**config.mk**
```make
export PLATFORM = sky130hd
export DESIGN_NAME = disc_order_phase_sequencer
export DESIGN_NICKNAME = d
export VERILOG_FILES = /design/src/verilog/disc_seq_pkg.sv /design/src/verilog/disc_order_phase_sequencer.sv
export SDC_FILE = /design/constraint.sdc
export NUM_CORES = 1
export LEC_CHECK = 0
export BUFFER_PORTS_ARGS = -buffer_cell sky130_fd_sc_hd__buf_2
export CORE_MARGIN = 10
export CORE_UTILIZATION = 45
export DETAILED_ROUTE_END_ITERATION = 10
export PLACE_DENSITY = 0.68
export REMOVE_ABC_BUFFERS = 1
export SETUP_SLACK_MARGIN = 0.1
export SYNTH_ARGS = -nofsm -noshare
export SYNTH_HDL_FRONTEND = slang
export SYNTH_SLANG_ARGS = --single-unit
```
**constraint.sdc**
```tcl
create_clock -name pclk -period 3.1 [get_ports pclk]
set_input_delay 0.62 -clock pclk [delete_from_list [all_inputs] [get_ports pclk]]
set_output_delay 0.62 -clock pclk [all_outputs]
set_load 0.02 [all_outputs]
```
**src/verilog/disc_seq_pkg.sv**
```systemverilog
// Constants, types and carriers shared by the disc order phase sequencer
package disc_seq_pkg;
   // ---------------------------------------------------------------
   // Register map (byte addresses)
   // ---------------------------------------------------------------
   localparam logic [7:0] ADDR_CTRL = 8'h00;
   localparam logic [7:0] ADDR_STEP = 8'h04;
   localparam logic [7:0] ADDR_STATUS = 8'h08;
   localparam logic [7:0] ADDR_SEEK = 8'h0C;
   localparam int CTRL_SINGLE = 0;
   localparam int CTRL_INDUP = 1;
   localparam int CTRL_UNIT_LO = 2;
   localparam int UNIT_W = 3;
   localparam int STEP_BIT = 0;
   localparam logic [31:0] CTRL_RESET = 32'h0000_0000;

   // ---------------------------------------------------------------
   // Order codes and seek layout
   // ---------------------------------------------------------------
   localparam logic [3:0] ORD_WRITE = 4'h1;
   localparam logic [3:0] ORD_READ = 4'h2;
   localparam logic [3:0] ORD_SEEK = 4'h3;
   localparam logic [3:0] ORD_SENSE = 4'h4;
   localparam logic [3:0] ORD_CHKWR = 4'h5;
   localparam int TRACK_W = 11;
   localparam int SECTOR_W = 4;
   localparam int IND_W = 16;
   localparam int SYNC_STAGES = 3;

   // ---------------------------------------------------------------
   // Types
   // ---------------------------------------------------------------
   typedef enum logic [2:0] {
      strobe_wait_phase = 3'b000,
      strobe_ack_phase = 3'b001,
      strobe_late_phase = 3'b010,
      service_request_phase = 3'b011,
      service_phase = 3'b100,
      transfer_out_phase = 3'b101
   } phase_e;

   typedef enum logic [1:0] {
      CYC_ORDER_OUT = 2'b00,
      CYC_DATA = 2'b01,
      CYC_ORDER_IN = 2'b10
   } cycle_e;

   // Pin inputs from the processor or tester
   typedef struct packed {
      logic function_strobe;
      logic halt_indicator;
      logic device_test_indicator;
      logic io_test_indicator;
      logic start_indicator;
      logic hold_track;
      logic tester_reset;
      logic [7:0] data;
   } pins_s;
   localparam int PIN_W = $bits(pins_s);

   // Status outputs toward the processor
   typedef struct packed {
      logic [5:0] phase_hot;
      logic controller_busy_flag;
      logic data_flag;
      logic inbound_flag;
      logic unusual_end_flag;
      logic sector_unavailable_flag;
   } status_s;
endpackage

```
**src/verilog/disc_order_phase_sequencer.sv**
```systemverilog
// Phase sequencer and order decoder of the disc file controller
//
// Design decisions made here: the register addresses and the APB slave port.
`timescale 1ns/1ps
// ---------------------------------------------------------------
// ---------------------------------------------------------------
module disc_order_phase_sequencer (
   // Clock and reset
   input wire logic pclk,
   input wire logic presetn,
   // APB slave
   input wire logic psel,
   input wire logic penable,
   input wire logic pwrite,
   input wire logic [7:0] paddr,
   input wire logic [31:0] pwdata,
   output logic [31:0] prdata,
   output logic pready,
   output logic pslverr,
   // Processor side pins
   input wire disc_seq_pkg::pins_s pins_in,
   output disc_seq_pkg::status_s status_out,
   output logic [disc_seq_pkg::IND_W-1:0] indicator_out,
   output logic [7:0] unit_select
);
   import disc_seq_pkg::*;

   // ---------------------------------------------------------------
   // Input synchronisers
   // ---------------------------------------------------------------
   logic [PIN_W-1:0] s1_r, s2_r, s3_r, filt_r;
   pins_s pf;
   genvar gi;
   // Change accepted only when stages two and three agree
   generate
      for (gi = 0; gi < PIN_W; gi++) begin : g_sync
         always_ff @(posedge pclk or negedge presetn) begin
            if (!presetn) begin
               s1_r[gi] <= 1'b0;
               s2_r[gi] <= 1'b0;
               s3_r[gi] <= 1'b0;
               filt_r[gi] <= 1'b0;
            end else begin
               s1_r[gi] <= pins_in[gi];
               s2_r[gi] <= s1_r[gi];
               s3_r[gi] <= s2_r[gi];
               if (s2_r[gi] == s3_r[gi]) filt_r[gi] <= s3_r[gi];
            end
         end
      end
   endgenerate
   assign pf = pins_s'(filt_r);

   // ---------------------------------------------------------------
   // APB decode
   // ---------------------------------------------------------------
   logic [31:0] ctrl_r;
   logic step_r, strobe_d_r;
   wire setup = psel && !penable;
   wire access = psel && penable && pready;
   wire hit_ctrl = (paddr == ADDR_CTRL);
   wire hit_step = (paddr == ADDR_STEP);
   wire hit_stat = (paddr == ADDR_STATUS);
   wire hit_seek = (paddr == ADDR_SEEK);
   wire mapped = hit_ctrl || hit_step || hit_stat || hit_seek;
   wire wr_ctrl = access && pwrite && hit_ctrl;
   wire wr_step = access && pwrite && hit_step && pwdata[STEP_BIT];
   wire single = ctrl_r[CTRL_SINGLE];
   wire clr = pf.tester_reset;

   // ---------------------------------------------------------------
   // Phase machine state
   // ---------------------------------------------------------------
   phase_e phase_r, phase_nxt;
   cycle_e cyc_r;
   logic busy_r, data_r, inb_r, une_r, sun_r, pend_r, byte_r, tof_r;
   logic [3:0] order_r;
   logic [TRACK_W-1:0] track_r;
   logic [SECTOR_W-1:0] sector_r;
   logic [3:0] cmd_r;

   // Free-run advances every clock; single phase only on a step pulse
   wire adv = single ? step_r : 1'b1;
   wire strobe_rise = pf.function_strobe && !strobe_d_r;
   wire start_cmd = cmd_r[0];
   wire is_seek = (order_r == ORD_SEEK);
   // Only five order codes are legal
   wire legal = (order_r == ORD_WRITE) || (order_r == ORD_READ) ||
      is_seek || (order_r == ORD_SENSE) || (order_r == ORD_CHKWR);
   // Byte 0: overflow then high track; byte 1: low track then sector
   wire [TRACK_W-1:0] trk_in = {track_r[TRACK_W-1:SECTOR_W], pf.data[7:SECTOR_W]};
   wire seek_err = tof_r || track_r[TRACK_W-1] || track_r[TRACK_W-2] ||
      (sector_r[SECTOR_W-1] && sector_r[SECTOR_W-2]);
   wire go = (phase_nxt != phase_r);
   wire svc_done = go && (phase_r == service_phase);
   wire tout_done = go && (phase_r == transfer_out_phase);
   wire late_done = go && (phase_r == strobe_late_phase);

   // Next phase
   always_comb begin
      phase_nxt = phase_r;
      case (phase_r)
         strobe_wait_phase: begin
            if (strobe_rise) phase_nxt = strobe_ack_phase;
            else if (pend_r && adv) phase_nxt = strobe_ack_phase;
         end
         strobe_ack_phase: if (adv) phase_nxt = strobe_late_phase;
         strobe_late_phase: begin
            // Not yet busy: halt, test and a fresh start all go straight back to wait
            if (adv) phase_nxt = busy_r ? service_request_phase : strobe_wait_phase;
         end
         service_request_phase: if (adv) phase_nxt = service_phase;
         service_phase: if (adv) phase_nxt = transfer_out_phase;
         transfer_out_phase: if (adv) phase_nxt = strobe_wait_phase;
         default: phase_nxt = strobe_wait_phase;
      endcase
   end

   // Phase and strobe edge registers; tester reset also returns to wait
   always_ff @(posedge pclk or negedge presetn) begin
      if (!presetn) begin
         phase_r <= strobe_wait_phase;
         strobe_d_r <= 1'b0;
      end else begin
         strobe_d_r <= pf.function_strobe;
         phase_r <= clr ? strobe_wait_phase : phase_nxt;
      end
   end

   // Command captured with the strobe
   always_ff @(posedge pclk or negedge presetn) begin
      if (!presetn) cmd_r <= 4'h0;
      else if (strobe_rise && phase_r == strobe_wait_phase)
         cmd_r <= {pf.halt_indicator, pf.device_test_indicator,
            pf.io_test_indicator, pf.start_indicator};
   end

   // Flags and service cycle bookkeeping
   always_ff @(posedge pclk or negedge presetn) begin
      if (!presetn) begin
         busy_r <= 1'b0;
         data_r <= 1'b0;
         inb_r <= 1'b0;
         une_r <= 1'b0;
         sun_r <= 1'b0;
         pend_r <= 1'b0;
         byte_r <= 1'b0;
         cyc_r <= CYC_ORDER_OUT;
      end else if (clr) begin
         busy_r <= 1'b0;
         data_r <= 1'b0;
         inb_r <= 1'b0;
         pend_r <= 1'b0;
         cyc_r <= CYC_ORDER_OUT;
      end else begin
         if (late_done && !busy_r && start_cmd) begin
            busy_r <= 1'b1;
            pend_r <= 1'b1;
            une_r <= 1'b0;
            sun_r <= 1'b0;
            cyc_r <= CYC_ORDER_OUT;
         end
         if (svc_done && cyc_r == CYC_DATA && !legal) une_r <= 1'b1;
         if (tout_done) begin
            case (cyc_r)
               CYC_ORDER_OUT: begin
                  cyc_r <= CYC_DATA;
                  data_r <= 1'b1;
                  byte_r <= 1'b0;
               end
               CYC_DATA: begin
                  if (is_seek && !byte_r) byte_r <= 1'b1;
                  else begin
                     cyc_r <= CYC_ORDER_IN;
                     data_r <= 1'b0;
                     inb_r <= 1'b1;
                     if (is_seek && seek_err) begin
                        sun_r <= 1'b1;
                        une_r <= 1'b1;
                     end
                  end
               end
               CYC_ORDER_IN: begin
                  busy_r <= 1'b0;
                  inb_r <= 1'b0;
                  pend_r <= 1'b0;
                  cyc_r <= CYC_ORDER_OUT;
               end
               default: cyc_r <= CYC_ORDER_OUT;
            endcase
         end
      end
   end

   // Order and seek address, taken while the service phase ends
   always_ff @(posedge pclk or negedge presetn) begin
      if (!presetn) begin
         order_r <= 4'h0;
         track_r <= '0;
         sector_r <= '0;
         tof_r <= 1'b0;
      end else begin
         if (svc_done && cyc_r == CYC_ORDER_OUT) order_r <= pf.data[3:0];
         if (svc_done && cyc_r == CYC_DATA && is_seek) begin
            if (!byte_r) begin
               tof_r <= pf.data[7];
               track_r <= {pf.data[6:0], track_r[SECTOR_W-1:0]};
            end else begin
               track_r <= trk_in;
               sector_r <= pf.data[SECTOR_W-1:0];
            end
         end
         // Step to next track after each non-seek operation unless held
         if (tout_done && cyc_r == CYC_ORDER_IN && !is_seek && !pf.hold_track)
            track_r <= track_r + 1'b1;
      end
   end

   // ---------------------------------------------------------------
   // Registers and outputs
   // ---------------------------------------------------------------
   status_s stat_nxt;
   logic [IND_W-1:0] ind_nxt;
   logic [31:0] rd_nxt;
   // Phase word is one-hot by construction of the enum decode
   assign stat_nxt.phase_hot = 6'(1) << phase_r;
   assign stat_nxt.controller_busy_flag = busy_r;
   assign stat_nxt.data_flag = data_r;
   assign stat_nxt.inbound_flag = inb_r;
   assign stat_nxt.unusual_end_flag = une_r;
   assign stat_nxt.sector_unavailable_flag = sun_r;
   // CTRL_INDUP set shows the seek address on all indicators, clear shows the sequencer
   assign ind_nxt = ctrl_r[CTRL_INDUP] ? {tof_r, track_r, sector_r}
      : {stat_nxt, order_r, 1'b0};
   assign rd_nxt = hit_ctrl ? ctrl_r
      : hit_stat ? {19'h0, cyc_r, stat_nxt}
      : hit_seek ? {11'h0, tof_r, track_r, sector_r, 1'b0, order_r}
      : 32'h0000_0000;

   // Zero wait states: answer is ready in the first access cycle
   always_ff @(posedge pclk or negedge presetn) begin
      if (!presetn) begin
         ctrl_r <= CTRL_RESET;
         step_r <= 1'b0;
         pready <= 1'b0;
         pslverr <= 1'b0;
         prdata <= 32'h0000_0000;
      end else begin
         if (wr_ctrl) ctrl_r <= pwdata;
         step_r <= wr_step;
         pready <= setup;
         pslverr <= setup && !mapped;
         if (setup && !pwrite) prdata <= rd_nxt;
      end
   end

   // Status, indicators and unit select, all registered
   always_ff @(posedge pclk or negedge presetn) begin
      if (!presetn) begin
         status_out <= '0;
         indicator_out <= '0;
         unit_select <= 8'h00;
      end else begin
         status_out <= stat_nxt;
         indicator_out <= ind_nxt;
         unit_select <= 8'(1) << ctrl_r[CTRL_UNIT_LO +: UNIT_W];
      end
   end
endmodule // disc_order_phase_sequencer

```
==> reports/results.md, run 1 <==
| Item | Value | Unit |
|---|---|---|
| Unrepaired setup endpoints after global routing | no | - |
| Dominant combinational cell family by area after synthesis | simple AND/OR/NAND/NOR gates | - |
| Violation count after the first detailed-routing iteration | 425 | - |
| Area share of xor/xnor cells in the synthesized design | 0 | - |
| Most used flip-flop cell after synthesis | dfrtp_1 | - |
| Routed vias | 4718 | - |
| Reg clk slew, reported paths | 0.07 | ns |
| Initial antenna violation count | 0 | - |
| Status | completed | - |
| P per Cell Area | 597 | mW/mm^2 |
| Leading post-synthesis cells by cell area | dfrtp_1 65%, mux2_2 6.8%, nand2_1 2.5% | - |
| Post-Synth Adder-Cell Area | 0.0187 | - |
| CTS buffer count | 17 | - |
| Setup repair bufs after CTS | 0 | - |
| Classification of the worst-slack hold path | input port to asynchronous set/reset pin | - |
| Post-detailed-route via-to-cell ratio | 5.28 | - |
| IR Drop Worst-Case VDD | 0.000393 | V |
| Cell depth of the worst flop-to-flop path | 5 | - |
| Synthesized area per cell | 13.0 | sq um |
| Max-capacitance violation count | 0 | - |
| Setup total negative slack | 0 | ns |
| Gr ovfl total | 0 | - |
| Share of post-route cells with drive strength above 1 | 0.325 | - |
| Post-layout total power | 5.08 | mW |
| Number of port buffers | 125 | - |
| Router iterations before antenna repair | 4 | - |
| Initial cell density of the core | 0.463 | - |
| Top-level port count | 129 | - |
| Worst max-slew margin expressed relative to the limit | 0.407 | - |
| Met1 usage | 0.205 | - |
| Antenna violation net count after detailed routing | 0 | - |
| Post-synthesis cell count | 546 | - |
| Worst clock skew on the final layout | 0.00719 | ns |
| Post-DP HPWL | 12.0 | mm |
| Global-route wire length before repair | 27.5 | mm |
| CP endpoint kind | flip-flop | - |
| Most Used Layer, Global Route | met2 | - |
| Pins Over Slew Limit | 0 | - |
| Global routing usage on met3 | 0.0531 | - |
| Buffer cell driving the clock tree root | clkbuf_16 | - |
| Nets | 731 | - |
| Destination of the worst register-to-register timing path | track_r[6] | - |
| Area growth, synth to finish | 20.0 | % |
| Utilization of the core after routing | 0.556 | - |
| Slew at the pin with the worst max-slew slack | 0.889 | ns |
| Synthesized cell area | 0.00710 | sq mm |
| Multi-input combinational cell area | 0.00233 | sq mm |
| Leading area contributor after synthesis | dfrtp_1 | - |
| Row Count | 45 | - |
| Area fraction of the dominant cell type after synthesis | 0.649 | - |
| Die Y-Extent | 146 | um |
| Category of the critical setup timing path | flip-flop to flip-flop | - |
| Proportion of register bits with asynchronous set or reset after synthesis | 1.00 | - |
| Post-route cell area | 0.00852 | sq mm |
| Insertion delay to the later sink of the worst-skew pair | 0.42 | ns |
| Final setup violation count | 0 | - |
| Die width | 146 | um |
| Fraction of the mapped netlist area in simple logic gates | 0.114 | - |
| Number of unique standard cell types used by synthesis | 57 | - |
| H-tree levels | 4 | - |
| Sequential standard cell area | 0.00460 | sq mm |
| Maximum fanout along the worst path | 15 | - |
| Layout filler cell count | 1335 | - |
| Core Region | 0.0153 | sq mm |
| Static Leakage | 4.20 | nW |
| Count of hold buffers inserted by post-cts repair | 0 | - |
| Count of unresolved DRC violations after routing | 0 | - |
| Share of synthesized area spent on multiplexers | 0.102 | - |
| Synthesized flop and latch total | 184 | - |
| Met2 Usage GRT | 0.254 | - |
| Routed WL | 16.6 | mm |
| Placed inst area | 0.00794 | sq mm |
| TritonCTS clock tree | built | - |
| Arrival time at the worst endpoint | 2.58 | ns |
| Pin count of the biggest net entering global routing | 75 | - |
| Startpoint kind of the worst setup timing path | flip-flop | - |
| Average routed wire per standard cell | 18.6 | um |
| FF-to-FF Start | phase_r[0] | - |
| Total die area | 0.0212 | sq mm |
| Gpl congestion | 0.861 | - |
| Highest clock rate | 447 | MHz |
| Compound-Gate Fraction of Synth Area | 0.0938 | - |
| Resized Gates After CTS | 0 | - |
| Number of synthesized flops with an enable pin | 0 | - |
| Buffer levels on the longest clock path | 2 | - |
| Endpoint required time on the critical path | 3.44 | ns |
| Clock sink count | 184 | - |
| Synth warn | 0 | - |
| Number of global-route vias before repair | 4965 | - |
| Global routing usage summed across all routing layers | 0.162 | - |
| Min Tclk post-route | 2.24 | ns |
| Fraction of the yosys area taken by sequential cells | 0.649 | - |
| Number of hold violations in the final report | 0 | - |
| Reg-to-reg setup timing slack | 0.86 | ns |
| N_diodes | 0 | - |
| Share of the clock period used by the worst path | 0.722 | - |
## stage by stage
step	setup slack, ns	hold slack, ns	cells
global route	0.684	0.261	894
floorplan	0.710	0.324	516
detailed placement	0.721	0.335	862
global placement	0.733	0.334	862
finish	0.861	0.216	894
CTS	0.895	0.237	894
## cells by family after synthesis
family,after synthesis
AOI/OAI and AO/OA,95
adders and majority gates,13
buffers and inverters,36
DFF,184
muxes,66
and+or+nand+nor,152
## placed cells by master (no fill, tap or decap), types with 7 or more instances in the layout
master	synthesis	routed
mux2_1	10	10
mux2i_1	13	13
clkbuf_16	0	17
buf_4	2	9
nor2_1	32	32
buf_2	9	124
maj3_1	12	12
nand2_1	48	48
nand3_1	7	7
mux2_2	43	43
dfrtp_1	184	184
o21ai_0	16	16
a21oi_1	20	20
nor3_1	12	12
a22oi_1	11	11
a22o_1	12	12
nor4_1	9	9
nor3b_1	7	7
o21a_1	7	7
## sequential cells by signal, indices dropped and copies added, names as in the netlist, 2 cells and up
name and cells:
filt_r 11, s3_r 12, cyc_r 2, track_r 11
indicator_out 16, prdata 32, phase_r 3, s2_r 12
order_r 4, status_out 11, ctrl_r 32, unit_select 8
sector_r 4, s1_r 12
## critical path, cell delays in order (launching register included)
cell	delay, ns
dfrtp_1	0.62
nand3b_2	0.21
nor4_4	0.60
and2_1	0.41
a311oi_1	0.15
nor3_1	0.16
## cells in the mapped netlist (all sizes together) (2+ instances only)
| cell type | n |
|---|---|
| a22o | 12 |
| o31ai | 2 |
| a211oi | 6 |
| or2 | 2 |
| a22oi | 11 |
| nor2b | 3 |
| nand2 | 49 |
| a2bb2o | 2 |
| mux2 | 53 |
| o22ai | 2 |
| a31oi | 4 |
| nand2b | 6 |
| nand4 | 3 |
| nor3 | 12 |
| maj3 | 12 |
| a2bb2oi | 2 |
| clkbuf | 16 |
| a21oi | 20 |
| nor4 | 11 |
| buf | 14 |
| and2 | 5 |
| dfrtp | 184 |
| o211ai | 2 |
| nor3b | 7 |
| inv | 6 |
| o21ai | 18 |
| and3 | 2 |
| nand3 | 7 |
| o21a | 7 |
| nand3b | 3 |
| nor2 | 36 |
| mux2i | 13 |
## layout make-up
cell class              count  area share
well taps                 211      0.0310
clock buffers              21      0.0529
repair buffers            135      0.0845
clock inverters            11      0.0145
flip-flops and latches    184       0.541
multi-input cells         326       0.274
inverters                   6     0.00264
## per-layer routing
layer / wire length [um] / vias to the layer above
met5: 0 / -
met4: 265 / 0
met3: 1190 / 18
met2: 7980 / 150
met1: 7210 / 2357
li1: - / 2193
## report_power, final
| group | leakage [nW] | switching (mW) | total (mW) | internal [mW] |
|---|---|---|---|---|
| sequential | 2.43 | 0.0952 | 2.61 | 2.51 |
| combinational | 1.49 | 0.223 | 0.373 | 0.151 |
| clock | 0.273 | 0.891 | 2.10 | 1.21 |
| total | 4.20 | 1.21 | 5.08 | 3.87 |
## worst max path at each step
stage	startpoint	slack (ns)	cells past startpoint	endpoint
after global placement	paddr[5]	0.73	7	ctrl_r[16]
after detailed placement	paddr[5]	0.72	7	ctrl_r[14]
final	phase_r[0]	0.86	5	track_r[6]
after floorplan	paddr[5]	0.71	5	ctrl_r[13]
after global routing	phase_r[0]	0.68	5	track_r[6]
after CTS	phase_r[0]	0.90	5	track_r[6]
No activity file was read; power rests on OpenSTA's default activity.
==> run 2, diff against run 1 <==
==> constraint.sdc (replaced) <==
create_clock -name pclk -period 2.3 [get_ports pclk]
set_input_delay 0.46 -clock pclk [delete_from_list [all_inputs] [get_ports pclk]]
set_output_delay 0.46 -clock pclk [all_outputs]
set_load 0.02 [all_outputs]
==> run 2 against run 1 <==
Design area increased by 1.6%. Maximum frequency is 8.3% higher. Global-route usage increased by 0.16 points. Cell count increased by 1.0%. Via count rose by 0.42%. Worst setup slack worse by 0.63 ns. Sequential power rose by 34%. Critical endpoint is now sector_r[1]. Non-clock buffer count increased by 10. Critical path type unchanged. Register-to-register slack got worse by 0.63 ns. Highest routed layer unchanged. Critical path depth fell by 1. Clock power up 43%. Routed wire length up 2.4%.
==> reports/results.md, run 2 (synthesis gave the netlist of run 1 again) <==
| Item | Value | Unit | Change |
|---|---|---|---|
| Buffer cell driving the clock tree root | clkbuf_16 | - |  |
| IR Drop Worst-Case VDD | 0.000489 | V | +25% |
| Reg clk slew, reported paths | 0.07 | ns | about the same |
| Post-Place Setup Slack | 0.256 | ns | -0.465 ns |
| Clock sink count | 184 | - | unchanged |
| CP endpoint kind | flip-flop | - |  |
| Startpoint kind of the worst setup timing path | flip-flop | - |  |
| Worst clock skew on the final layout | 0.0109 | ns | +0.00368 ns |
| Insertion delay to the later sink of the worst-skew pair | 0.43 | ns | about the same |
| Initial antenna violation count | 0 | - | unchanged |
| Min Tclk post-route | 2.07 | ns | -0.171 ns |
| Cell depth of the worst flop-to-flop path | 4 | - | -1 |
| TritonCTS clock tree | built | - |  |
| Antenna violation net count after detailed routing | 0 | - | unchanged |
| Min setup slack post-route | 0.231 | ns | -0.629 ns |
| CTS buffer count | 17 | - | unchanged |
| Top library cells by usage in the layout, fill and taps aside | 184 x dfrtp_1, 124 x buf_2, 48 x nand2_1 | - |  |
| Global-route wire length before repair | 27.6 | mm | +0.66% |
| Number of hold violations in the final report | 0 | - | unchanged |
| Die Y-Extent | 146 | um | unchanged |
| Nets | 741 | - | +1.4% |
| Worst max-slew margin expressed relative to the limit | 0.488 | - | +0.0806 |
| Master of the slowest instance on the critical path | or4_4 | - |  |
| Static Leakage | 4.28 | nW | +1.8% |
| Area growth, synth to finish | 21.9 | % |  |
| End point of the worst hold path | s1_r[2] | - |  |
| Unrepaired setup endpoints after global routing | no | - |  |
| Highest clock rate | 483 | MHz | +8.3% |
| Final setup violation count | 0 | - | unchanged |
| Series of cell instances along the critical path | nand2b_2 > or4_4 > nor2_4 > mux2_2 | - |  |
| Total die area | 0.0212 | sq mm | unchanged |
| Routed vias | 4738 | - | +0.42% |
| Placed inst area | 0.00804 | sq mm | +1.2% |
| Post-DP HPWL | 12.2 | mm | +1.9% |
| Row Count | 45 | - | unchanged |
| Classification of the worst-slack hold path | input port to flip-flop | - |  |
| Utilization of the core after routing | 0.565 | - | +0.00899 |
| P per Cell Area | 816 | mW/mm^2 | +37% |
| Endpoint required time on the critical path | 2.62 | ns | -0.82 ns |
| Instance count along the most critical hold path | 1 | - |  |
| Arrival time at the worst endpoint | 2.38 | ns | -0.20 ns |
| Top-level port count | 129 | - | unchanged |
| Category of the critical setup timing path | flip-flop to flip-flop | - |  |
| Violation count after the first detailed-routing iteration | 426 | - | +0.24% |
| Die width | 146 | um | unchanged |
| Resized Gates After CTS | 0 | - | unchanged |
| Status | completed | - |  |
| Commonest non-fill, non-tap cell in the layout | dfrtp_1 | - |  |
| Share of the clock period used by the worst path | 0.899 | - | +0.177 |
| Number of port buffers | 125 | - | unchanged |
| Global routing usage summed across all routing layers | 0.164 | - | +0.00156 |
| Count of unresolved DRC violations after routing | 0 | - | unchanged |
| Largest incremental delay on the critical path | 0.64 | ns | +0.02 ns |
| N_diodes | 0 | - | unchanged |
| Average routed wire per standard cell | 18.9 | um | +1.3% |
| Count of hold buffers inserted by post-cts repair | 1 | - | +1 |
| Routed WL | 17.0 | mm | +2.4% |
| Slew at the pin with the worst max-slew slack | 0.749 | ns | -0.140 ns |
| Biggest registers after layout | ctrl_r (32), prdata (32), indicator_out (16) | - |  |
| Maximum fanout along the worst path | 13 | - | -2 |
| H-tree levels | 4 | - | unchanged |
| Setup total negative slack | 0 | ns | unchanged |
| Setup repair bufs after CTS | 0 | - | unchanged |
| Buffer levels on the longest clock path | 2 | - | unchanged |
| Post-detailed-route via-to-cell ratio | 5.25 | - | -0.58% |
| Worst Min Path Start | pins_in[2] | - |  |
| Gpl congestion | 0.873 | - | +1.4% |
| Pin count of the biggest net entering global routing | 66 | - | -12% |
| Max-capacitance violation count | 0 | - | unchanged |
| Core Region | 0.0153 | sq mm | unchanged |
| FF-to-FF Start | phase_r[2] | - |  |
| Initial cell density of the core | 0.463 | - | unchanged |
| Number of global-route vias before repair | 4973 | - | +0.16% |
| Share of post-route cells with drive strength above 1 | 0.335 | - | +0.0102 |
| Gr ovfl total | 0 | - | unchanged |
| Destination of the worst register-to-register timing path | sector_r[1] | - |  |
| Pins Over Slew Limit | 0 | - | unchanged |
| Router iterations before antenna repair | 4 | - | unchanged |
| Post-route cell area | 0.00865 | sq mm | +1.6% |
| Reg-to-reg setup timing slack | 0.23 | ns | -0.63 ns |
## run 2: where the power goes
part	switching (mW)	internal, mW	leakage, nW
registers	0.118	3.39	2.43
clock network	1.25	1.75	0.291
logic	0.323	0.229	1.55
## run 2: worst max path at each step
stage,slack (ns),to,cells past startpoint,from
2_1_floorplan,0.07,ctrl_r[13],5,paddr[5]
3_3_place_gp,0.28,sector_r[0],4,phase_r[2]
3_5_place_dp,0.26,ctrl_r[31],7,paddr[5]
4_1_cts,0.24,sector_r[1],4,phase_r[2]
5_1_grt,0.14,sector_r[1],4,phase_r[2]
6_report,0.23,sector_r[1],4,phase_r[2]
## run 2: routing by layer
metal,share of wire,wire (um),track usage,vias up
met5,0,0,0,-
met4,0.019,317,0.0627,0
met3,0.058,990,0.0450,20
met2,0.49,8290,0.261,137
met1,0.44,7440,0.208,2374
li1,-,-,-,2207
## run 2: stage by stage
stage | total power [mW] | instances | hold WS, ns
after floorplan | 3.79 | 516 | 0.164
after global placement | 4.10 | 871 | 0.332
after detailed placement | 4.13 | 871 | 0.335
after CTS | 7.13 | 903 | 0.114
after global routing | 7.32 | 903 | 0.112
final | 7.06 | 903 | 0.132
## run 2: area by class of cell
| cell class | instances | area (sq um) |
|---|---|---|
| clock buffer | 19 | 443 |
| timing repair buffer | 145 | 822 |
| fill | 1304 | 6660 |
| clock inverter | 12 | 166 |
| inverter | 6 | 22.5 |
| sequential | 184 | 4600 |
| multi-input combinational | 326 | 2330 |
| tap | 211 | 264 |
## run 2: worst max-delay path, delay by kind of cell, from the launching register on
kind	cells	cell delay (ns)
AND/OR/NAND/NOR	3	1.04
multiplexers	1	0.37
flip-flops	1	0.54
==> run 3, diff against run 2 <==
--- a/config.mk
+++ b/config.mk
@@ -7,9 +7,9 @@
 export LEC_CHECK = 0
 export BUFFER_PORTS_ARGS = -buffer_cell sky130_fd_sc_hd__buf_2
 export CORE_MARGIN = 10
-export CORE_UTILIZATION = 45
+export CORE_UTILIZATION = 50
 export DETAILED_ROUTE_END_ITERATION = 10
-export PLACE_DENSITY = 0.68
+export PLACE_DENSITY = 0.74
 export REMOVE_ABC_BUFFERS = 1
 export SETUP_SLACK_MARGIN = 0.1
 export SYNTH_ARGS = -nofsm -noshare
==> run 3 against run 2 <==
Sequential power is essentially flat. Cell count shrank 3.0%. Design area decreased by 0.52%.
==> reports/results.md, run 3 (synthesis gave the netlist of run 1 again) <==
| Item | Value | Unit | Change |
|---|---|---|---|
| Global routing usage summed across all routing layers | 0.181 | - | +0.0177 |
| Gpl congestion | 0.853 | - | -2.3% |
| Post-DP HPWL | 12.7 | mm | +3.9% |
| Share of post-route cells with drive strength above 1 | 0.338 | - | +0.00238 |
| Number of port buffers | 125 | - | unchanged |
| IR Drop Worst-Case VDD | 0.000389 | V | -21% |
| Pins Over Slew Limit | 0 | - | unchanged |
| Router iterations before antenna repair | 5 | - | +1 |
| Gr ovfl total | 0 | - | unchanged |
| Biggest registers after layout | ctrl_r (32), prdata (32), indicator_out (16) | - |  |
| Die width | 139 | um | -4.4% |
| Nets | 744 | - | +0.40% |
| Startpoint kind of the worst setup timing path | flip-flop | - |  |
| TritonCTS clock tree | built | - |  |
| Row Count | 43 | - | -4.4% |
| Buffer levels on the longest clock path | 2 | - | unchanged |
| Number of hold violations in the final report | 0 | - | unchanged |
| Core Region | 0.0139 | sq mm | -9.4% |
| CTS buffer count | 17 | - | unchanged |
| Arrival time at the worst endpoint | 2.39 | ns | about the same |
| P per Cell Area | 807 | mW/mm^2 | -1.1% |
| Worst max-slew margin expressed relative to the limit | 0.597 | - | +0.109 |
| Area growth, synth to finish | 21.3 | % |  |
| Reg clk slew, reported paths | 0.06 | ns | about the same |
| Setup total negative slack | 0 | ns | unchanged |
| Final setup violation count | 0 | - | unchanged |
| Category of the critical setup timing path | flip-flop to flip-flop | - |  |
| Routed vias | 4882 | - | +3.0% |
| Maximum fanout along the worst path | 13 | - | unchanged |
| Commonest non-fill, non-tap cell in the layout | dfrtp_1 | - |  |
| Insertion delay to the later sink of the worst-skew pair | 0.42 | ns | about the same |
| Global-route wire length before repair | 28.2 | mm | +1.8% |
| Top library cells by usage in the layout, fill and taps aside | 184 x dfrtp_1, 124 x buf_2, 48 x nand2_1 | - |  |
| Min Tclk post-route | 2.08 | ns | +0.0104 ns |
| Initial antenna violation count | 0 | - | unchanged |
| Die Y-Extent | 139 | um | -4.4% |
| N_diodes | 0 | - | unchanged |
| CP endpoint kind | flip-flop | - |  |
| Top-level port count | 129 | - | unchanged |
| Buffer cell driving the clock tree root | clkbuf_16 | - |  |
| Endpoint required time on the critical path | 2.61 | ns | about the same |
| Post-detailed-route via-to-cell ratio | 5.57 | - | +6.2% |
| Slew at the pin with the worst max-slew slack | 0.589 | ns | -0.160 ns |
| Count of unresolved DRC violations after routing | 0 | - | unchanged |
| Count of hold buffers inserted by post-cts repair | 1 | - | unchanged |
| Resized Gates After CTS | 0 | - | unchanged |
| H-tree levels | 4 | - | unchanged |
| Routed WL | 17.5 | mm | +2.7% |
| Unrepaired setup endpoints after global routing | no | - |  |
| Share of the clock period used by the worst path | 0.904 | - | +0.00451 |
| Worst-case hold slack | 0.140 | ns | +0.00812 ns |
| Setup repair bufs after CTS | 0 | - | unchanged |
| Initial cell density of the core | 0.511 | - | +0.0479 |
| Total die area | 0.0194 | sq mm | -8.7% |
| Classification of the worst-slack hold path | input port to flip-flop | - |  |
| Highest clock rate | 481 | MHz | -0.50% |
| Static Leakage | 4.27 | nW | about the same |
| Pin count of the biggest net entering global routing | 59 | - | -11% |
| Clock sink count | 184 | - | unchanged |
| Average routed wire per standard cell | 20.0 | um | +5.9% |
| Antenna violation net count after detailed routing | 0 | - | unchanged |
| Violation count after the first detailed-routing iteration | 390 | - | -8.5% |
| Status | completed | - |  |
| Worst clock skew on the final layout | 0.00794 | ns | -0.00293 ns |
| Number of global-route vias before repair | 5093 | - | +2.4% |
| Max-capacitance violation count | 0 | - | unchanged |
-- run 3: metrics by stage --
stage | area (sq um) | util | std cells | worst slack, ns | power [mW]
after floorplan | 6960 | - | 516 | 0.0704 | 3.79
after global placement | 8010 | 0.577 | 843 | 0.281 | 4.11
after detailed placement | 8010 | 0.577 | 843 | 0.246 | 4.13
after CTS | 8610 | 0.620 | 876 | 0.232 | 7.00
after global routing | 8610 | 0.620 | 876 | 0.123 | 7.20
final | 8610 | 0.620 | 876 | 0.221 | 6.95
-- run 3: final cells by class --
cell class	count	area (sq um)
flip-flops and latches	184	4600
inverters	6	22.5
fillers	1107	5270
clock buffers	22	474
repair buffers	148	832
multi-input cells	326	2330
clock inverters	10	119
well taps	180	225
-- run 3: where the power goes --
group	switching [mW]	internal (mW)	total [mW]
clock	1.19	1.69	2.88
combinational	0.314	0.232	0.547
sequential	0.127	3.39	3.52
total	1.64	5.31	6.95
-- run 3: per-layer routing --
layer | vias to the layer above | share of wire | GRT usage
met4 | 0 | 0.029 | 0.0763
met2 | 176 | 0.48 | 0.289
met5 | - | 0 | 0
met1 | 2449 | 0.42 | 0.232
met3 | 36 | 0.065 | 0.0438
li1 | 2221 | - | -
-- run 3: worst max-delay path, cell delays in order, from the launching register on --
cell	delay (ns)
dfrtp_1	0.52
nand2b_2	0.16
or4_4	0.64
nor2_4	0.27
mux2_2	0.37
-- run 3: worst paths after layout --
kind / endpoint / slack, ns / depth (start not counted) / start
hold reg to reg: s2_r[10] / 0.35 / 0 / s1_r[10]
setup reg to reg: sector_r[2] / 0.22 / 4 / phase_r[2]
hold / removal: s1_r[5] / 0.14 / 1 / pins_in[5]
setup / recovery: sector_r[2] / 0.22 / 4 / phase_r[2]
min in group asynchronous: s1_r[0] / 0.53 / 2 / presetn
max in group asynchronous: prdata[27] / 1.02 / 3 / presetn
